===== src/include/ccks_pkg.sv =====
// Constants and types for the charger configuration and keyed function registers
package ccks_pkg;
  localparam logic [7:0] CCKS_ADDR_CHARGER_CONFIG = 8'h09;
  localparam logic [7:0] CCKS_ADDR_UNLOCK_KEY_FIRST = 8'h20;
  localparam logic [7:0] CCKS_ADDR_UNLOCK_KEY_SECOND = 8'h21;
  localparam logic [7:0] CCKS_ADDR_SPECIAL_FUNCTION = 8'h22;
  localparam logic [7:0] CCKS_RESET_CHARGER_CONFIG = 8'haa;
  localparam logic [7:0] CCKS_RESET_SPECIAL_FUNCTION = 8'h00;
  localparam logic [7:0] CCKS_KEY_READ_VALUE = 8'h00;
  localparam logic [7:0] CCKS_UNMAPPED_READ_VALUE = 8'h00;
  localparam logic [7:0] CCKS_UNLOCK_BYTE_FIRST = 8'h5e;
  localparam logic [7:0] CCKS_UNLOCK_BYTE_SECOND = 8'hc7;
  localparam int CCKS_ENABLE_CODE_LSB = 0;
  localparam int CCKS_ENABLE_CODE_W = 4;
  localparam logic [3:0] CCKS_ENABLE_CODE_ON = 4'h5;
  localparam int CCKS_BYPASS_BIT = 6;
  localparam int CCKS_SLOW_CAL_BIT = 0;
  localparam int CCKS_OSC_HZ = 32768;
  localparam int CCKS_FAST_CAL_HZ = 512;
  localparam int CCKS_FAST_HALF_TICKS = CCKS_OSC_HZ / (2 * CCKS_FAST_CAL_HZ);
  localparam int CCKS_FAST_CNT_W = $clog2(CCKS_FAST_HALF_TICKS);
  typedef enum logic [1:0] {
    CCKS_LOCKED,
    CCKS_FIRST_SEEN,
    CCKS_UNLOCKED
  } ccks_unlock_type;
endpackage


===== src/include/ccks_cal_if.sv =====
// Calibration wave signals between the register bank and its wave generator
`timescale 1ns/10ps
interface ccks_cal_if;
  logic osc_tick;
  logic corr_half_tick;
  logic slow_sel;
  logic wave;
  modport gen (input osc_tick, input corr_half_tick, input slow_sel, output wave);
  modport ctl (output osc_tick, output corr_half_tick, output slow_sel, input wave);
endinterface


===== src/rtl/ccks_bank.sv =====
// Charger configuration and key protected function register bank
// Operation
// - The charger is active only while the enable code field holds 0x5.
// - The bypass transistor is on when the bypass bit is 1 and off when it is 0.
// - The first key register reads 0x00 and expects 0x5E.
// - The second key register reads 0x00 and expects 0xC7.
// - The protected register is writable only after first key then second key.
// - With the slow select bit clear, as after reset, the output is 512 Hz.
// - With the slow select bit set, the output is a corrected 1 Hz wave.
// - The 512 Hz wave comes from raw oscillator ticks without ppm correction.
// - With frequency test set, the interrupt pin carries the calibration wave.
// - Trickle charging needs enable code, bypass and switch two all closed.
`timescale 1ns/10ps
module ccks_bank
  import ccks_pkg::*;
#(
  parameter int HALF_TICKS = CCKS_FAST_HALF_TICKS
) (
  input wire logic ref_clk_i,
  input wire logic rst_n_i,
  input wire logic reg_wr_i,
  input wire logic reg_rd_i,
  input wire logic [7:0] reg_addr_i,
  input wire logic [7:0] reg_wdata_i,
  input wire logic osc_tick_i,
  input wire logic corr_half_tick_i,
  input wire logic charge_switch_two_i,
  input wire logic freq_test_select_i,
  input wire logic out_level_i,
  output logic [7:0] reg_rdata_o,
  output logic charger_active_o,
  output logic bypass_on_o,
  output logic trickle_charge_o,
  output logic cal_wave_o,
  output logic irq_o,
  output logic irq_oe_o
);
  typedef struct packed {
    ccks_unlock_type lock;
    logic [7:0] charger_config;
    logic slow_cal_select;
    logic [7:0] rdata;
    logic chg_act;
    logic bypass;
    logic trickle;
    logic wave;
    logic irq_oe;
  } ccks_bank_state_type;

  ccks_bank_state_type s_q;
  ccks_bank_state_type s_d;
  ccks_cal_if cal ();

  logic [3:0] charger_enable_code;
  logic charge_bypass_switch;
  logic wr_cfg;
  logic wr_key1;
  logic wr_key2;
  logic wr_sfr;
  logic irq_level;

  assign charger_enable_code =
    s_q.charger_config[CCKS_ENABLE_CODE_LSB +: CCKS_ENABLE_CODE_W];
  assign charge_bypass_switch = s_q.charger_config[CCKS_BYPASS_BIT];
  assign wr_cfg = reg_wr_i && reg_addr_i == CCKS_ADDR_CHARGER_CONFIG;
  assign wr_key1 = reg_wr_i && reg_addr_i == CCKS_ADDR_UNLOCK_KEY_FIRST;
  assign wr_key2 = reg_wr_i && reg_addr_i == CCKS_ADDR_UNLOCK_KEY_SECOND;
  assign wr_sfr = reg_wr_i && reg_addr_i == CCKS_ADDR_SPECIAL_FUNCTION;

  assign cal.osc_tick = osc_tick_i;
  assign cal.corr_half_tick = corr_half_tick_i;
  assign cal.slow_sel = s_q.slow_cal_select;

  ccks_cal_gen #(
    .HALF_TICKS(HALF_TICKS)
  ) u_gen (
    .ref_clk_i(ref_clk_i),
    .rst_n_i(rst_n_i),
    .cal(cal)
  );

  always_comb begin
    s_d = s_q;
    irq_level = out_level_i;
    if (wr_cfg) begin
      s_d.charger_config = reg_wdata_i;
    end
    unique case (s_q.lock)
      CCKS_LOCKED: begin
        if (wr_key1 && reg_wdata_i == CCKS_UNLOCK_BYTE_FIRST) begin
          s_d.lock = CCKS_FIRST_SEEN;
        end
      end
      CCKS_FIRST_SEEN: begin
        if (wr_key2 && reg_wdata_i == CCKS_UNLOCK_BYTE_SECOND) begin
          s_d.lock = CCKS_UNLOCKED;
        end else if (wr_key1 && reg_wdata_i == CCKS_UNLOCK_BYTE_FIRST) begin
          s_d.lock = CCKS_FIRST_SEEN;
        end else if (reg_wr_i) begin
          s_d.lock = CCKS_LOCKED;
        end
      end
      CCKS_UNLOCKED: begin
        if (wr_sfr) begin
          s_d.slow_cal_select = reg_wdata_i[CCKS_SLOW_CAL_BIT];
          s_d.lock = CCKS_LOCKED;
        end else if (wr_key1 && reg_wdata_i == CCKS_UNLOCK_BYTE_FIRST) begin
          s_d.lock = CCKS_FIRST_SEEN;
        end else if (reg_wr_i) begin
          s_d.lock = CCKS_LOCKED;
        end
      end
      default: begin
        s_d.lock = CCKS_LOCKED;
      end
    endcase
    s_d.rdata = CCKS_UNMAPPED_READ_VALUE;
    if (reg_rd_i) begin
      if (reg_addr_i == CCKS_ADDR_CHARGER_CONFIG) begin
        s_d.rdata = s_q.charger_config;
      end else if (reg_addr_i == CCKS_ADDR_UNLOCK_KEY_FIRST) begin
        s_d.rdata = CCKS_KEY_READ_VALUE;
      end else if (reg_addr_i == CCKS_ADDR_UNLOCK_KEY_SECOND) begin
        s_d.rdata = CCKS_KEY_READ_VALUE;
      end else if (reg_addr_i == CCKS_ADDR_SPECIAL_FUNCTION) begin
        s_d.rdata = {7'h00, s_q.slow_cal_select};
      end
    end else begin
      s_d.rdata = s_q.rdata;
    end
    s_d.chg_act = charger_enable_code == CCKS_ENABLE_CODE_ON;
    s_d.bypass = charge_bypass_switch;
    s_d.trickle = s_d.chg_act && charge_bypass_switch && charge_switch_two_i;
    s_d.wave = cal.wave;
    if (freq_test_select_i) begin
      irq_level = cal.wave;
    end
    s_d.irq_oe = ~irq_level;
  end

  always_ff @(posedge ref_clk_i or negedge rst_n_i) begin
    if (!rst_n_i) begin
      s_q.lock <= CCKS_LOCKED;
      s_q.charger_config <= CCKS_RESET_CHARGER_CONFIG;
      s_q.slow_cal_select <= CCKS_RESET_SPECIAL_FUNCTION[CCKS_SLOW_CAL_BIT];
      s_q.rdata <= 8'h00;
      s_q.chg_act <= 1'b0;
      s_q.bypass <= 1'b0;
      s_q.trickle <= 1'b0;
      s_q.wave <= 1'b0;
      s_q.irq_oe <= 1'b0;
    end else begin
      s_q <= s_d;
    end
  end

  assign reg_rdata_o = s_q.rdata;
  assign charger_active_o = s_q.chg_act;
  assign bypass_on_o = s_q.bypass;
  assign trickle_charge_o = s_q.trickle;
  assign cal_wave_o = s_q.wave;
  assign irq_o = 1'b0;
  assign irq_oe_o = s_q.irq_oe;

  property p_charger_code;
    @(posedge ref_clk_i) disable iff (!rst_n_i)
    ##1 charger_active_o == ($past(charger_enable_code) == CCKS_ENABLE_CODE_ON);
  endproperty
  a_charger_code: assert property (p_charger_code) else $error("Charger state wrong");

  property p_bypass;
    @(posedge ref_clk_i) disable iff (!rst_n_i)
    wr_cfg ##1 1'b1 |=> bypass_on_o == $past(reg_wdata_i[CCKS_BYPASS_BIT], 2);
  endproperty
  a_bypass: assert property (p_bypass) else $error("Bypass not following bit");

  property p_key1_read;
    @(posedge ref_clk_i) disable iff (!rst_n_i)
    reg_rd_i && reg_addr_i == CCKS_ADDR_UNLOCK_KEY_FIRST |=> reg_rdata_o == 8'h00;
  endproperty
  a_key1_read: assert property (p_key1_read) else $error("First key read not zero");

  property p_key2_read;
    @(posedge ref_clk_i) disable iff (!rst_n_i)
    reg_rd_i && reg_addr_i == CCKS_ADDR_UNLOCK_KEY_SECOND |=> reg_rdata_o == 8'h00;
  endproperty
  a_key2_read: assert property (p_key2_read) else $error("Second key read not zero");

  property p_locked_write;
    @(posedge ref_clk_i) disable iff (!rst_n_i)
    wr_sfr && s_q.lock != CCKS_UNLOCKED |=> $stable(s_q.slow_cal_select);
  endproperty
  a_locked_write: assert property (p_locked_write) else $error("Locked write took effect");

  property p_unlock_seq;
    @(posedge ref_clk_i) disable iff (!rst_n_i)
    wr_key2 && reg_wdata_i == CCKS_UNLOCK_BYTE_SECOND && s_q.lock == CCKS_FIRST_SEEN
      |=> s_q.lock == CCKS_UNLOCKED;
  endproperty
  a_unlock_seq: assert property (p_unlock_seq) else $error("Key sequence did not unlock");

  property p_consume;
    @(posedge ref_clk_i) disable iff (!rst_n_i)
    wr_sfr && s_q.lock == CCKS_UNLOCKED
      |=> s_q.lock == CCKS_LOCKED && s_q.slow_cal_select == $past(reg_wdata_i[0]);
  endproperty
  a_consume: assert property (p_consume) else $error("Unlock not consumed");

  property p_discard;
    @(posedge ref_clk_i) disable iff (!rst_n_i)
    wr_cfg && s_q.lock == CCKS_FIRST_SEEN |=> s_q.lock == CCKS_LOCKED;
  endproperty
  a_discard: assert property (p_discard) else $error("Partial unlock kept");

  property p_trickle;
    @(posedge ref_clk_i) disable iff (!rst_n_i)
    trickle_charge_o == (charger_active_o && bypass_on_o && $past(charge_switch_two_i));
  endproperty
  a_trickle: assert property (p_trickle) else $error("Trickle without all switches");

  property p_irq_test;
    @(posedge ref_clk_i) disable iff (!rst_n_i)
    freq_test_select_i |=> irq_oe_o == !$past(cal.wave);
  endproperty
  a_irq_test: assert property (p_irq_test) else $error("Interrupt pin not carrying wave");
endmodule


===== src/rtl/ccks_cal_gen.sv =====
// Calibration square wave generator, 512 Hz raw or 1 Hz corrected
`timescale 1ns/10ps
module ccks_cal_gen
  import ccks_pkg::*;
#(
  parameter int HALF_TICKS = CCKS_FAST_HALF_TICKS
) (
  input wire logic ref_clk_i,
  input wire logic rst_n_i,
  ccks_cal_if.gen cal
);
  localparam int CW = $clog2(HALF_TICKS);
  localparam logic [CW-1:0] LAST = CW'(HALF_TICKS - 1);

  typedef struct packed {
    logic [CW-1:0] cnt;
    logic wave;
  } ccks_gen_state_type;

  ccks_gen_state_type s_q;
  ccks_gen_state_type s_d;

  always_comb begin
    s_d = s_q;
    if (cal.slow_sel) begin
      s_d.cnt = '0;
      if (cal.corr_half_tick) begin
        s_d.wave = ~s_q.wave;
      end
    end else if (cal.osc_tick) begin
      if (s_q.cnt == LAST) begin
        s_d.cnt = '0;
        s_d.wave = ~s_q.wave;
      end else begin
        s_d.cnt = s_q.cnt + CW'(1);
      end
    end
  end

  always_ff @(posedge ref_clk_i or negedge rst_n_i) begin
    if (!rst_n_i) begin
      s_q <= '0;
    end else begin
      s_q <= s_d;
    end
  end

  assign cal.wave = s_q.wave;

  property p_slow_toggle;
    @(posedge ref_clk_i) disable iff (!rst_n_i)
    cal.slow_sel && cal.corr_half_tick |=> cal.wave != $past(cal.wave);
  endproperty
  a_slow_toggle: assert property (p_slow_toggle) else $error("Slow wave missed tick");

  property p_fast_toggle;
    @(posedge ref_clk_i) disable iff (!rst_n_i)
    !cal.slow_sel && cal.osc_tick && s_q.cnt == LAST |=> cal.wave != $past(cal.wave);
  endproperty
  a_fast_toggle: assert property (p_fast_toggle) else $error("Fast wave missed toggle");

  property p_fast_raw;
    @(posedge ref_clk_i) disable iff (!rst_n_i)
    !cal.slow_sel && !cal.osc_tick |=> $stable(cal.wave);
  endproperty
  a_fast_raw: assert property (p_fast_raw) else $error("Fast wave moved without tick");
endmodule


===== config.mk =====
export PLATFORM = sky130hd
export DESIGN_NAME = ccks_bank
export DESIGN_NICKNAME = d
export VERILOG_FILES = /design/src/include/ccks_pkg.sv /design/src/include/ccks_cal_if.sv /design/src/rtl/ccks_bank.sv /design/src/rtl/ccks_cal_gen.sv
export SDC_FILE = /design/constraint.sdc
export NUM_CORES = 1
export LEC_CHECK = 0
export BUFFER_PORTS_ARGS = -buffer_cell sky130_fd_sc_hd__buf_2
export CAP_MARGIN = 20
export CORE_MARGIN = 3
export CORE_UTILIZATION = 51
export CTS_CLUSTER_DIAMETER = 80
export DETAILED_ROUTE_END_ITERATION = 10
export PLACE_DENSITY = 0.86
export REMOVE_ABC_BUFFERS = 1
export SYNTH_ARGS = -nofsm -noshare
export SYNTH_HDL_FRONTEND = slang
export SYNTH_SLANG_ARGS = --single-unit

===== constraint.sdc =====
create_clock -name ref_clk_i -period 1.8 [get_ports ref_clk_i]
set_input_delay 0 -clock ref_clk_i [delete_from_list [all_inputs] [get_ports ref_clk_i]]
set_output_delay 0 -clock ref_clk_i [all_outputs]
set_load 0.02 [all_outputs]

# --- After elaboration in Yosys (flattened, before gate mapping) ---
# Index checks and enable logic that the tools add are counted.
classes:
  addsub: 1
  multipliers: 0
  n_div: 0
  n_lt_le_gt_ge: 0
  eq_ne: 12
  shifts: 0
  n_mux: 16
  bitwise_logic: 2
  reduce_logical: 13
ops:
  columns: ["cell", "n"]
  rows:
  - ["$eq A8 B6 Y1 const B", 3]
  - ["$mux W6", 2]
  - ["$mux W2", 5]
  - ["$eq A8 B4 Y1 const B", 1]
  - ["$eq A8 B7 Y1 const B", 1]
  - ["$eq A8 B8 Y1 const B", 1]
  - ["$logic_and A1 B1 Y1", 8]
  - ["$mux W8", 1]
  - ["$mux W1", 6]
  - ["$pmux W2 S3", 1]
  - ["$add A5 B1 Y5 const B", 1]
  - ["$eq A5 B5 Y1 const B", 1]
  - ["$mux W5", 1]
  - ["$eq A4 B3 Y1 const B", 1]
  - ["$ne A2 B2 Y1 const B", 2]
  - ["$reduce_bool A2 Y1", 2]
  - ["$reduce_and A3 Y1", 1]
  - ["$eq A2 B1 Y1 const B", 1]
  - ["$eq A2 B2 Y1 const B", 1]
  - ["$logic_not A2 Y1", 1]
  - ["$not A1 Y1", 2]
  - ["$reduce_and A2 Y1", 1]
word_totals:
  regBits: 30
  latchBits: 0
  mem_bits_rw: 0
  mem_bits_ro: 0
  out_inout_bits: 14
  word_cells: 55
  memories: 0

# --- Depth between registers and ports, before layout ---
# Gate-level depths: netlist (run 1).
logic_depth:
  ltp_word: 6
  mapped_depth: 6
  mapped_depth_nobuf: 6

# --- Cells and area by module ---
# From an unflattened synthesis (run 1), not the netlist that was laid out.
unflattened:
  cells_unflattened: 123
  hier_area_um2: 1406.3
by_module_without_submodules:
  columns: ["module", "instances", "cells_each", "area_per_inst_um2", "seq_area_each_um2"]
  rows:
  - ["ccks_bank", 1, 93, 1086.0, 605.6]
  - ["ccks_cal_gen", 1, 30, 320.3, 150.1]

# --- Least setup slack after synthesis (run 1) ---
# OpenSTA, ideal clock, no wires.
synth_timing:
  kind: "register -> register"
  start: "register u_gen.s_q[1] (netlist name)"
  end: "register u_gen.s_q[3] (netlist name)"
  setup_time_ns: 0.072
  t_arrival_ns: 1.365
  required_ns: 1.728
  setup_slack_ns: 0.363
  stages_incl_launch_ff: 7
  n_path_buf: 0
  synth_period_minus_slack_ns: 1.437
  path_cell_list: "dfrtp_1 -> ha_1 -> and3_1 -> ha_1 -> nor4bb_1 -> a21oi_1 -> nor2_1"
synth_between:
  elab_chain_cells: 4
synth_lines:
  columns: ["element", "line_no", "text"]
  rows:
  - ["start, declared", "ccks_cal_gen.sv:20", "ccks_gen_state_type s_q;"]
  - ["start signal, assigned", "ccks_cal_gen.sv:42", "s_q <= '0;"]
  - ["start signal, assigned", "ccks_cal_gen.sv:44", "s_q <= s_d;"]
  - ["$add A5 B1 Y5 or $eq A5 B5 Y1 (tied branches)", "ccks_cal_gen.sv:35, ccks_cal_gen.sv:31", null]
  - ["$mux W5 *", "ccks_cal_gen.sv:31", "if (s_q.cnt == LAST) begin"]
  - ["$mux W6 *", "ccks_cal_gen.sv:30", "end else if (cal.osc_tick) begin"]
  - ["$mux W6 *", "ccks_cal_gen.sv:25", "if (cal.slow_sel) begin"]
# Mark *: on every way between the ends. The rest lies on a longest branch, timed or not. The select of a mux whose other input is x is not followed.
# A chain may end at the register's enable or synchronous reset.

# --- Worst setup path in the final report (run 1) ---
layout_timing:
  start: "input reg_addr_i[2]"
  end: "register s_q, in the netlist reg_rdata_o[0]"
layout_between:
  elab_chain_cells: 5
layout_lines:
  columns: ["element", "line_no", "text"]
  rows:
  - ["start, declared", "ccks_bank.sv:23", "input wire logic [7:0] reg_addr_i,"]
  - ["$eq A8 B6 Y1", "ccks_bank.sv:125", "end else if (reg_addr_i == CCKS_ADDR_SPECIAL_FUNCTION) begin"]
  - ["$mux W1", "ccks_bank.sv:125", null]
  - ["$mux W1", "ccks_bank.sv:123", "end else if (reg_addr_i == CCKS_ADDR_UNLOCK_KEY_SECOND) begin"]
  - ["$mux W1", "ccks_bank.sv:121", "end else if (reg_addr_i == CCKS_ADDR_UNLOCK_KEY_FIRST) begin"]
  - ["$mux W8 *", "ccks_bank.sv:119", "if (reg_addr_i == CCKS_ADDR_CHARGER_CONFIG) begin"]
  - ["end, declared", "ccks_bank.sv:50", "ccks_bank_state_type s_q;"]
# Mark *: on every way between the ends. The rest lies on a longest branch, timed or not.

==> results.txt, run 1 <==
The shortest clock period the worst path allows after layout was 1.64 ns; the height of the die was 58.5 microns. By count the netlist is led by 26 x dfrtp_1, 12 x nand2_1, 11 x o21ai_0. In this run the power density over the cells is 864 mW/mm^2. At the pin with the least slew margin, the transition time is 0.654 ns. Across the whole layout, storage elements account for 756 sq um. In this run the horizontal extent of the chip is 58.5 microns.

After detailed routing, the total wire length is 2.83 mm. The share of final-layout standard cells stronger than drive strength 1 works out to 0.360. The die area is 0.00342 sq mm. For the number of vias after detailed routing, the log shows 1089.

For the worst path arrival time, the log shows 1.89 ns. The final antenna-violating net count is 0. The net count of the finished layout is 201.

In this run the cell area of the synthesized design comes to 0.00141 sq mm. 39 I/O pins were placed. For this run, the slowest stage of the critical path takes 0.56 ns. Total count of hold-check failures in the final report: 0. CTS placed an instance of clkbuf_4 at the clock tree root.

The post-synthesis to final-layout area growth is 26.1%, and the half-perimeter wire length of the detailed placement result is 2.02 mm. The required time of the worst setup path came out at 2.05 ns. IR analysis of the VDD net gives a maximum drop of 658 uV. The tools report the fmax as 610 MHz. Ranked by total cell area, the synthesized netlist is headed by dfrtp_1 46%, dfstp_2 7.5%, mux2_2 7.2%. Worst-case headroom to the max-slew limit: 0.564. The synthesized design spends more area on one cell type than any other, namely dfrtp_1. The run finished with clean final reports.

The count of input and output buffers was 37; the post-synthesis async set-or-reset flop share was 1.00. The biggest fanout along the worst timing path works out to 3. The number of vias per cell is 5.31. The final period utilization was 0.911; the global-route congestion overflow total was 0. The maximum number of pins on one net before global-route repair was 31.

The worst setup path is of the in -> reg kind. For the placement-stage cell area, the log shows 0.00155 sq mm. Dividing the detail-routed wire length by the instance count gives 13.8 microns.

The logs give 0 for the final-report max-slew violation count and 5 for the number of buffers inserted during clock tree synthesis. The first global-routing pass estimated 4.81 mm of wire. The tools report the total non-filler cell area in the finished layout as 0.00177 sq mm. Max-cap violations in this run came to 0. The tools report the number of clock sinks seen by CTS as 30. Critical path's most frequent cell: dlygate4sd3_1.

Excluding fillers, the count of instances in the completed layout stands at 205. The logs give 0.187 for the global router's overall resource usage and 4 for the number of iterations in the first detailed-routing pass. The area inside the core boundary is 0.00254 sq mm, and the total area of multi-input combinational cells is 538 sq um. No sink is reached through more buffers than the 2 on the longest clock path. In the routed design, unresolved DRC markers number 0. In the final timing run, aggregate negative setup slack is 0 ns. The path class of the tightest hold or removal check is in -> reg.

TritonCTS built the clock tree. Number of inserted filler cells in the final layout: 194. Critical path's slowest cell: dlygate4sd3_1. Type of destination of the critical path: a register. Mean post-synth cell area: 11.2 sq um.

Initial antenna violation count: 0. The logs give 0 for the number of inserted diodes and 0.553 for the initial cell density of the core. The maximum level of the CTS H-tree was 2; the count of warnings emitted by yosys was 0. The fraction of post-synthesis cell area in the top cell type by area is 0.463, and the count of placed standard cells including taps is 180. Traced cell by cell, the critical path runs through dlygate4sd3_1 > buf_2 > nor4_4 > buf_4 > nand2_1 > o22ai_1 > dlygate4sd3_1. Synthesis inferred 30 register bits. The clock reaches the later pin of the worst-skew pair after 0.31 ns. After synthesis, the netlist uses 35 different library cells.

The final-report setup violation count is 0. Count of routing violations after the opening detailed-route iteration: 35. By instance count, the leading cell after synthesis is dfrtp_1. Across all hold checks on the routed design, the worst slack comes to 0.0180 ns. The post-synthesis cell count is 126.

The worst setup path is launched from a primary input. Via count of the first global-routing pass: 1105. Setup repair after global routing left no endpoint under its margin.

Routability-driven placement finished with a final weighted congestion of 0.806. Predominant post-synthesis flop cell: dfrtp_1. For this design the static power due to leakage is 0.000875 uW. Fraction of the yosys area taken by sequential cells: 0.537. Across the routed clock network, the largest skew measured is 0.00570 ns. In this run the core area contains 18 standard-cell rows. After clock tree synthesis, the clock-pin slew on the worst setup and hold paths is 0.09 ns. The synthesized design contains 0 enable-type register cells.
-- metrics by stage --
| step | setup WS, ns | utilization | total power, uW |
|---|---|---|---|
| 3_3_place_gp | 0.328 | 0.607 | 1090 |
| 5_1_grt | 0.0763 | 0.697 | 1640 |
| 6_report | 0.160 | 0.697 | 1530 |
| 3_5_place_dp | 0.193 | 0.607 | 1110 |
| 4_1_cts | 0.0410 | 0.697 | 1540 |
| 2_1_floorplan | 0.363 | - | 996 |
-- what timing repair did --
action                                  in CTS  in global routing
endpoints found under the setup margin       0                  1
buffers inserted                             0                  1
resized for setup                            0                  1
hold buffers                                17                  0
hold endpoints to repair                    41                  0
-- state kept, by name (all words and copies together), names as in the netlist, 4 cells and up --
name and count:
charger_enable_code 4, s_q 5, reg_rdata_o 8, u_gen.s_q 5
-- worst max-delay path: cells and delay by family --
kind,cells,cell delay [ns]
AO/OA/AOI/OAI,1,0.11
buffers and inverters,4,1.40
AND/OR/NAND/NOR,2,0.38
-- final timing paths --
check | startpoint | slack (ns) | depth (start not counted) | to
setup / recovery | reg_addr_i[2] | 0.16 | 7 | reg_rdata_o[0]
hold / removal | reg_wr_i | 0.02 | 4 | s_q[23]
setup reg to reg | u_gen.s_q[1] | 0.19 | 6 | u_gen.s_q[3]
hold reg to reg | charge_bypass_switch | 0.42 | 0 | bypass_on_o
max in group asynchronous | rst_n_i | 1.14 | 2 | reg_rdata_o[5]
min in group asynchronous | rst_n_i | 0.24 | 2 | reg_rdata_o[2]
-- routing by layer --
metal,global-route usage,wire length [microns],up-vias
li1,-,-,524
met1,0.216,1160,527
met2,0.333,1470,34
met3,0.0592,177,4
met4,0.0497,20,0
met5,0,0,-
-- power breakdown --
| group | switching [uW] | internal, uW |
|---|---|---|
| clock network | 205 | 193 |
| logic | 148 | 149 |
| registers | 67.8 | 770 |
| total | 420 | 1110 |
-- cell type report --
| class | count | area share |
|---|---|---|
| clock buffer | 8 | 0.0332 |
| inverter | 8 | 0.0169 |
| multi-input combinational | 75 | 0.303 |
| sequential | 30 | 0.426 |
| tap | 30 | 0.0212 |
| timing repair buffer | 54 | 0.199 |
-- cells by family (layout without fill, tap and decap cells) --
family          count (synthesis)  after routing  synth area share
simple gates                   41             41             0.193
mux                            12             12            0.0934
compound gates                 18             18            0.0685
other cells                     1              1           0.00267
buf+inv                        21             70            0.0810
xor+xnor                        1              1           0.00623
fa+ha+maj                       2              2            0.0178
flops                          30             30             0.537
-- cells in the final DEF, fill, tap and decap left out, drive strengths merged --
cell          n
dlygate4sd3  16
ha            2
buf          38
conb          1
xor2          1
dfrtp        26
nand3b        2
a22oi         2
nor4          2
o21ai        12
a21oi         3
inv           8
nor2          6
nand2b        1
o22ai         1
clkbuf        8
nor3b         2
and4bb        1
nand2        12
mux2i         3
nor4bb        5
nand4         1
nor2b         1
dfstp         4
nand3         2
and4          1
and3          4
mux2          9
and3b         1
(Power assumes the default switching activity.)
==> run 2: changes to the inputs <==
--- a/config.mk
+++ b/config.mk
@@ -15,4 +15,5 @@
 export REMOVE_ABC_BUFFERS = 1
 export SYNTH_ARGS = -nofsm -noshare
 export SYNTH_HDL_FRONTEND = slang
+export SYNTH_HIERARCHICAL = 1
 export SYNTH_SLANG_ARGS = --single-unit
==> results.txt, run 2 <==
The kind of critical path is reg -> reg. The count of flip-flops with a built-in enable after synthesis is 0. The share of final-layout standard cells stronger than drive strength 1 was 0.351.

Max-cap violations in this run came to 0. The most used flip-flop cell after synthesis is dfrtp_1. The logs give 614 MHz for the fmax and 2 for the number of buffers on the longest clock path. Setup repair after global routing left no endpoint under its margin. The final layout net count was 200; the initial antenna violation count was 0. The fraction of the yosys area taken by sequential cells came out at 0.537. Summed over all cells, the static leakage comes to 0.000868 uW. In the layout the commonest cells are 37 x buf_2, 26 x dfrtp_1, 16 x dlygate4sd3_1. The worst-case hold slack was 0.0349 ns; the count of unresolved DRC violations after routing was 0.

Entering global routing, the biggest net connects 31 pins. For this run, the number of Yosys warnings is 6. The total count of hold-check failures in the final report is 0. The half-perimeter wire length of the detailed placement result was 2.04 mm; the count of routing violations after the opening detailed-route iteration was 33.

Each instance of the synthesized netlist takes up on average 11.4 sq um. After floorplanning, the core was divided into 18 placement rows. Number of vias per cell: 5.29. Ranked by instance count, the synthesized netlist is headed by 26 x dfrtp_1, 9 x buf_4, 9 x mux2_2, 9 x nand3_1, 9 x o21ai_0. For the clock insertion delay at the later pin of the skew report, the log shows 0.32 ns. Final period utilization: 0.905. Setup violations remaining at the end of the flow were counted as 0.

For the setup TNS, the log shows 0 ns. The run finished with clean final reports. The cell that appears most often on the critical path is ha_1.

The number of antenna diodes in the final layout is 0. Final-report max-slew violation count: 0. Summed over all instances, the cell type with the most area after synthesis is dfrtp_1.

For the pin with the worst max-slew slack, the measured transition is 0.645 ns. The number of buffers inserted during clock tree synthesis came out at 5. Along the worst path, the maximum fanout reaches 5. Type of destination of the critical path: a register. The power density of the placed cells was 859 mW/mm^2; the area inside the core boundary was 0.00254 sq mm.

Beginning of the worst register-to-register path: u_gen/s_q[1]. The aggregate routed wire length is 2.86 mm. The worst hold path belongs to the class in -> reg. For the worst path arrival time, the log shows 1.88 ns.

By area the synthesized netlist is led by dfrtp_1 46%, dfstp_2 7.5%, mux2_2 7.2%. The largest single stage delay on the critical path is 0.43 ns. Boundary pin count: 39.

The tools report the hold buffer count at cts as 16. In this run the cell area measured after placement is 0.00155 sq mm. The floorplan step defined a die boundary enclosing 0.00342 sq mm. The number of clock sinks seen by CTS is 30.

The first global-routing pass estimated 4.90 mm of wire. After clock tree synthesis, the clock-pin slew on the worst setup and hold paths is 0.08 ns. Count of input and output buffers: 37.

Before antenna repair, the detailed router went through 4 iterations. For the worst setup path, the data required time is 2.05 ns. Once layout is complete, the cells apart from fillers number 204. Hold path startpoint: reg_rd_i. The utilization after layout came out at 0.693. The critical path starts at u_gen/s_q[1].

The worst setup path is launched from a register. The x dimension of the die was 58.5 microns; the post-synthesis cell count was 123. The clock tree synthesis step divided the H-tree into 2 levels.

The flip-flop and latch count after synthesis was 30; the post-synthesis async set-or-reset flop share was 1.00. Placer congestion estimate: 0.799. TritonCTS built the clock tree. The tools report the initial cell density of the core as 0.553.

From bottom edge to top edge, the die measures 58.5 microns. Summing every instance area after synthesis gives 0.00141 sq mm. Global routing finished with a remaining overflow of 0. The tools report the clock tree root buffer cell as clkbuf_4. The signal on the critical path passes through ha_1 > and3_1 > ha_1 > nor3b_2 > nand4_1 > a21oi_1.

Relative to the synthesized area, the layout overhead comes to 25.4%. Between clock sinks in the finished design, the worst skew comes to 0.00528 ns. The count of cells resized by post-cts repair came out at 0. The fraction of post-synthesis cell area in the top cell type by area is 0.463, and the count of placed standard cells including taps is 180. The slowest stage of the critical path is the dfrtp_1 cell. The tools report the total non-filler cell area in the finished layout as 0.00176 sq mm. Most frequent cell after synthesis: dfrtp_1.

The worst-case headroom to the max-slew limit was 0.570. For the distinct cell type count after synthesis, the log shows 35. Once detail routing completed, the nets flagged for antenna violations numbered 0.

The library cell used most frequently in the layout, excluding fill and tap cells, is buf_2. The via count of the first global-routing pass came out at 1116. The number of vias after detailed routing was 1079; the maximum VDD drop was 618 uV.

The tools report the total setup buffers inserted after CTS as 0. The shortest clock period the worst path allows after layout works out to 1.63 ns. The routed wire length per instance was 14.0 microns. The number of flip-flops in the largest register was 8; the global router's overall resource usage was 0.194.
==> run 2: cell types whose count changed after synthesis, moves of 2 or more <==
| cell | change |
|---|---|
| o21ai_0 | -2 |
| nand2b_1 | +2 |
| nor4bb_1 | -4 |
| nand3b_1 | -2 |
| nand2_1 | -8 |
| nand3_1 | +8 |
| nand4b_1 | +2 |
==> run 2: worst paths after layout <==
check	slack, ns	endpoint	cells past startpoint
max in group asynchronous	1.15	reg_rdata_o[7]	2
worst min-delay path	0.03	reg_rdata_o[0]	2
worst max register to register	0.17	u_gen/s_q[4]	6
min in group asynchronous	0.23	charger_active_o	2
worst max-delay path	0.17	u_gen/s_q[4]	6
worst min register to register	0.43	bypass_on_o	0
==> run 2: worst max-delay path, delay by kind of cell, from the launching register on <==
family                   cells  cell delay (ns)
AO/OA/AOI/OAI                1             0.15
adder cells (fa/ha/maj)      2             0.48
flip-flops                   1             0.43
AND/OR/NAND/NOR              3             0.49
==> run 2: layout make-up <==
type                    instances  area, sq um
clock buffers                   8         48.8
fillers                       190          782
inverters                       8         30.0
multi-input cells              74          538
flip-flops and latches         30          756
well taps                      30         37.5
repair buffers                 54          353
==> run 2: through the flow <==
step                      worst slack (ns)  power, uW
final                                0.171       1520
after global routing                0.0536       1610
after CTS                            0.178       1540
after detailed placement             0.155       1130
after global placement               0.201       1100
after floorplan                      0.272       1010
==> run 2: metal layers <==
metal  vias to the layer above  routed length [microns]  GRT usage
met5                         -                        0          0
met2                        37                     1410      0.335
li1                        525                        -          -
met4                         0                       62     0.0894
met1                       512                     1200      0.219
met3                         5                      181     0.0592
==> run 2: logic make-up (layout without fill, tap and decap cells) <==
logic type | count (synthesis) | in the layout | share of synthesized area
compound gates | 16 | 16 | 0.0596
xor+xnor | 1 | 1 | 0.00623
buf+inv | 19 | 70 | 0.0801
flops | 30 | 30 | 0.537
simple gates | 41 | 41 | 0.196
other cells | 1 | 1 | 0.00267
mux | 13 | 13 | 0.101
fa+ha+maj | 2 | 2 | 0.0178
==> run 2: power breakdown <==
group          switching [uW]  internal [uW]
combinational             150            152
sequential               79.9            769
clock                     209            155
total                     439           1080
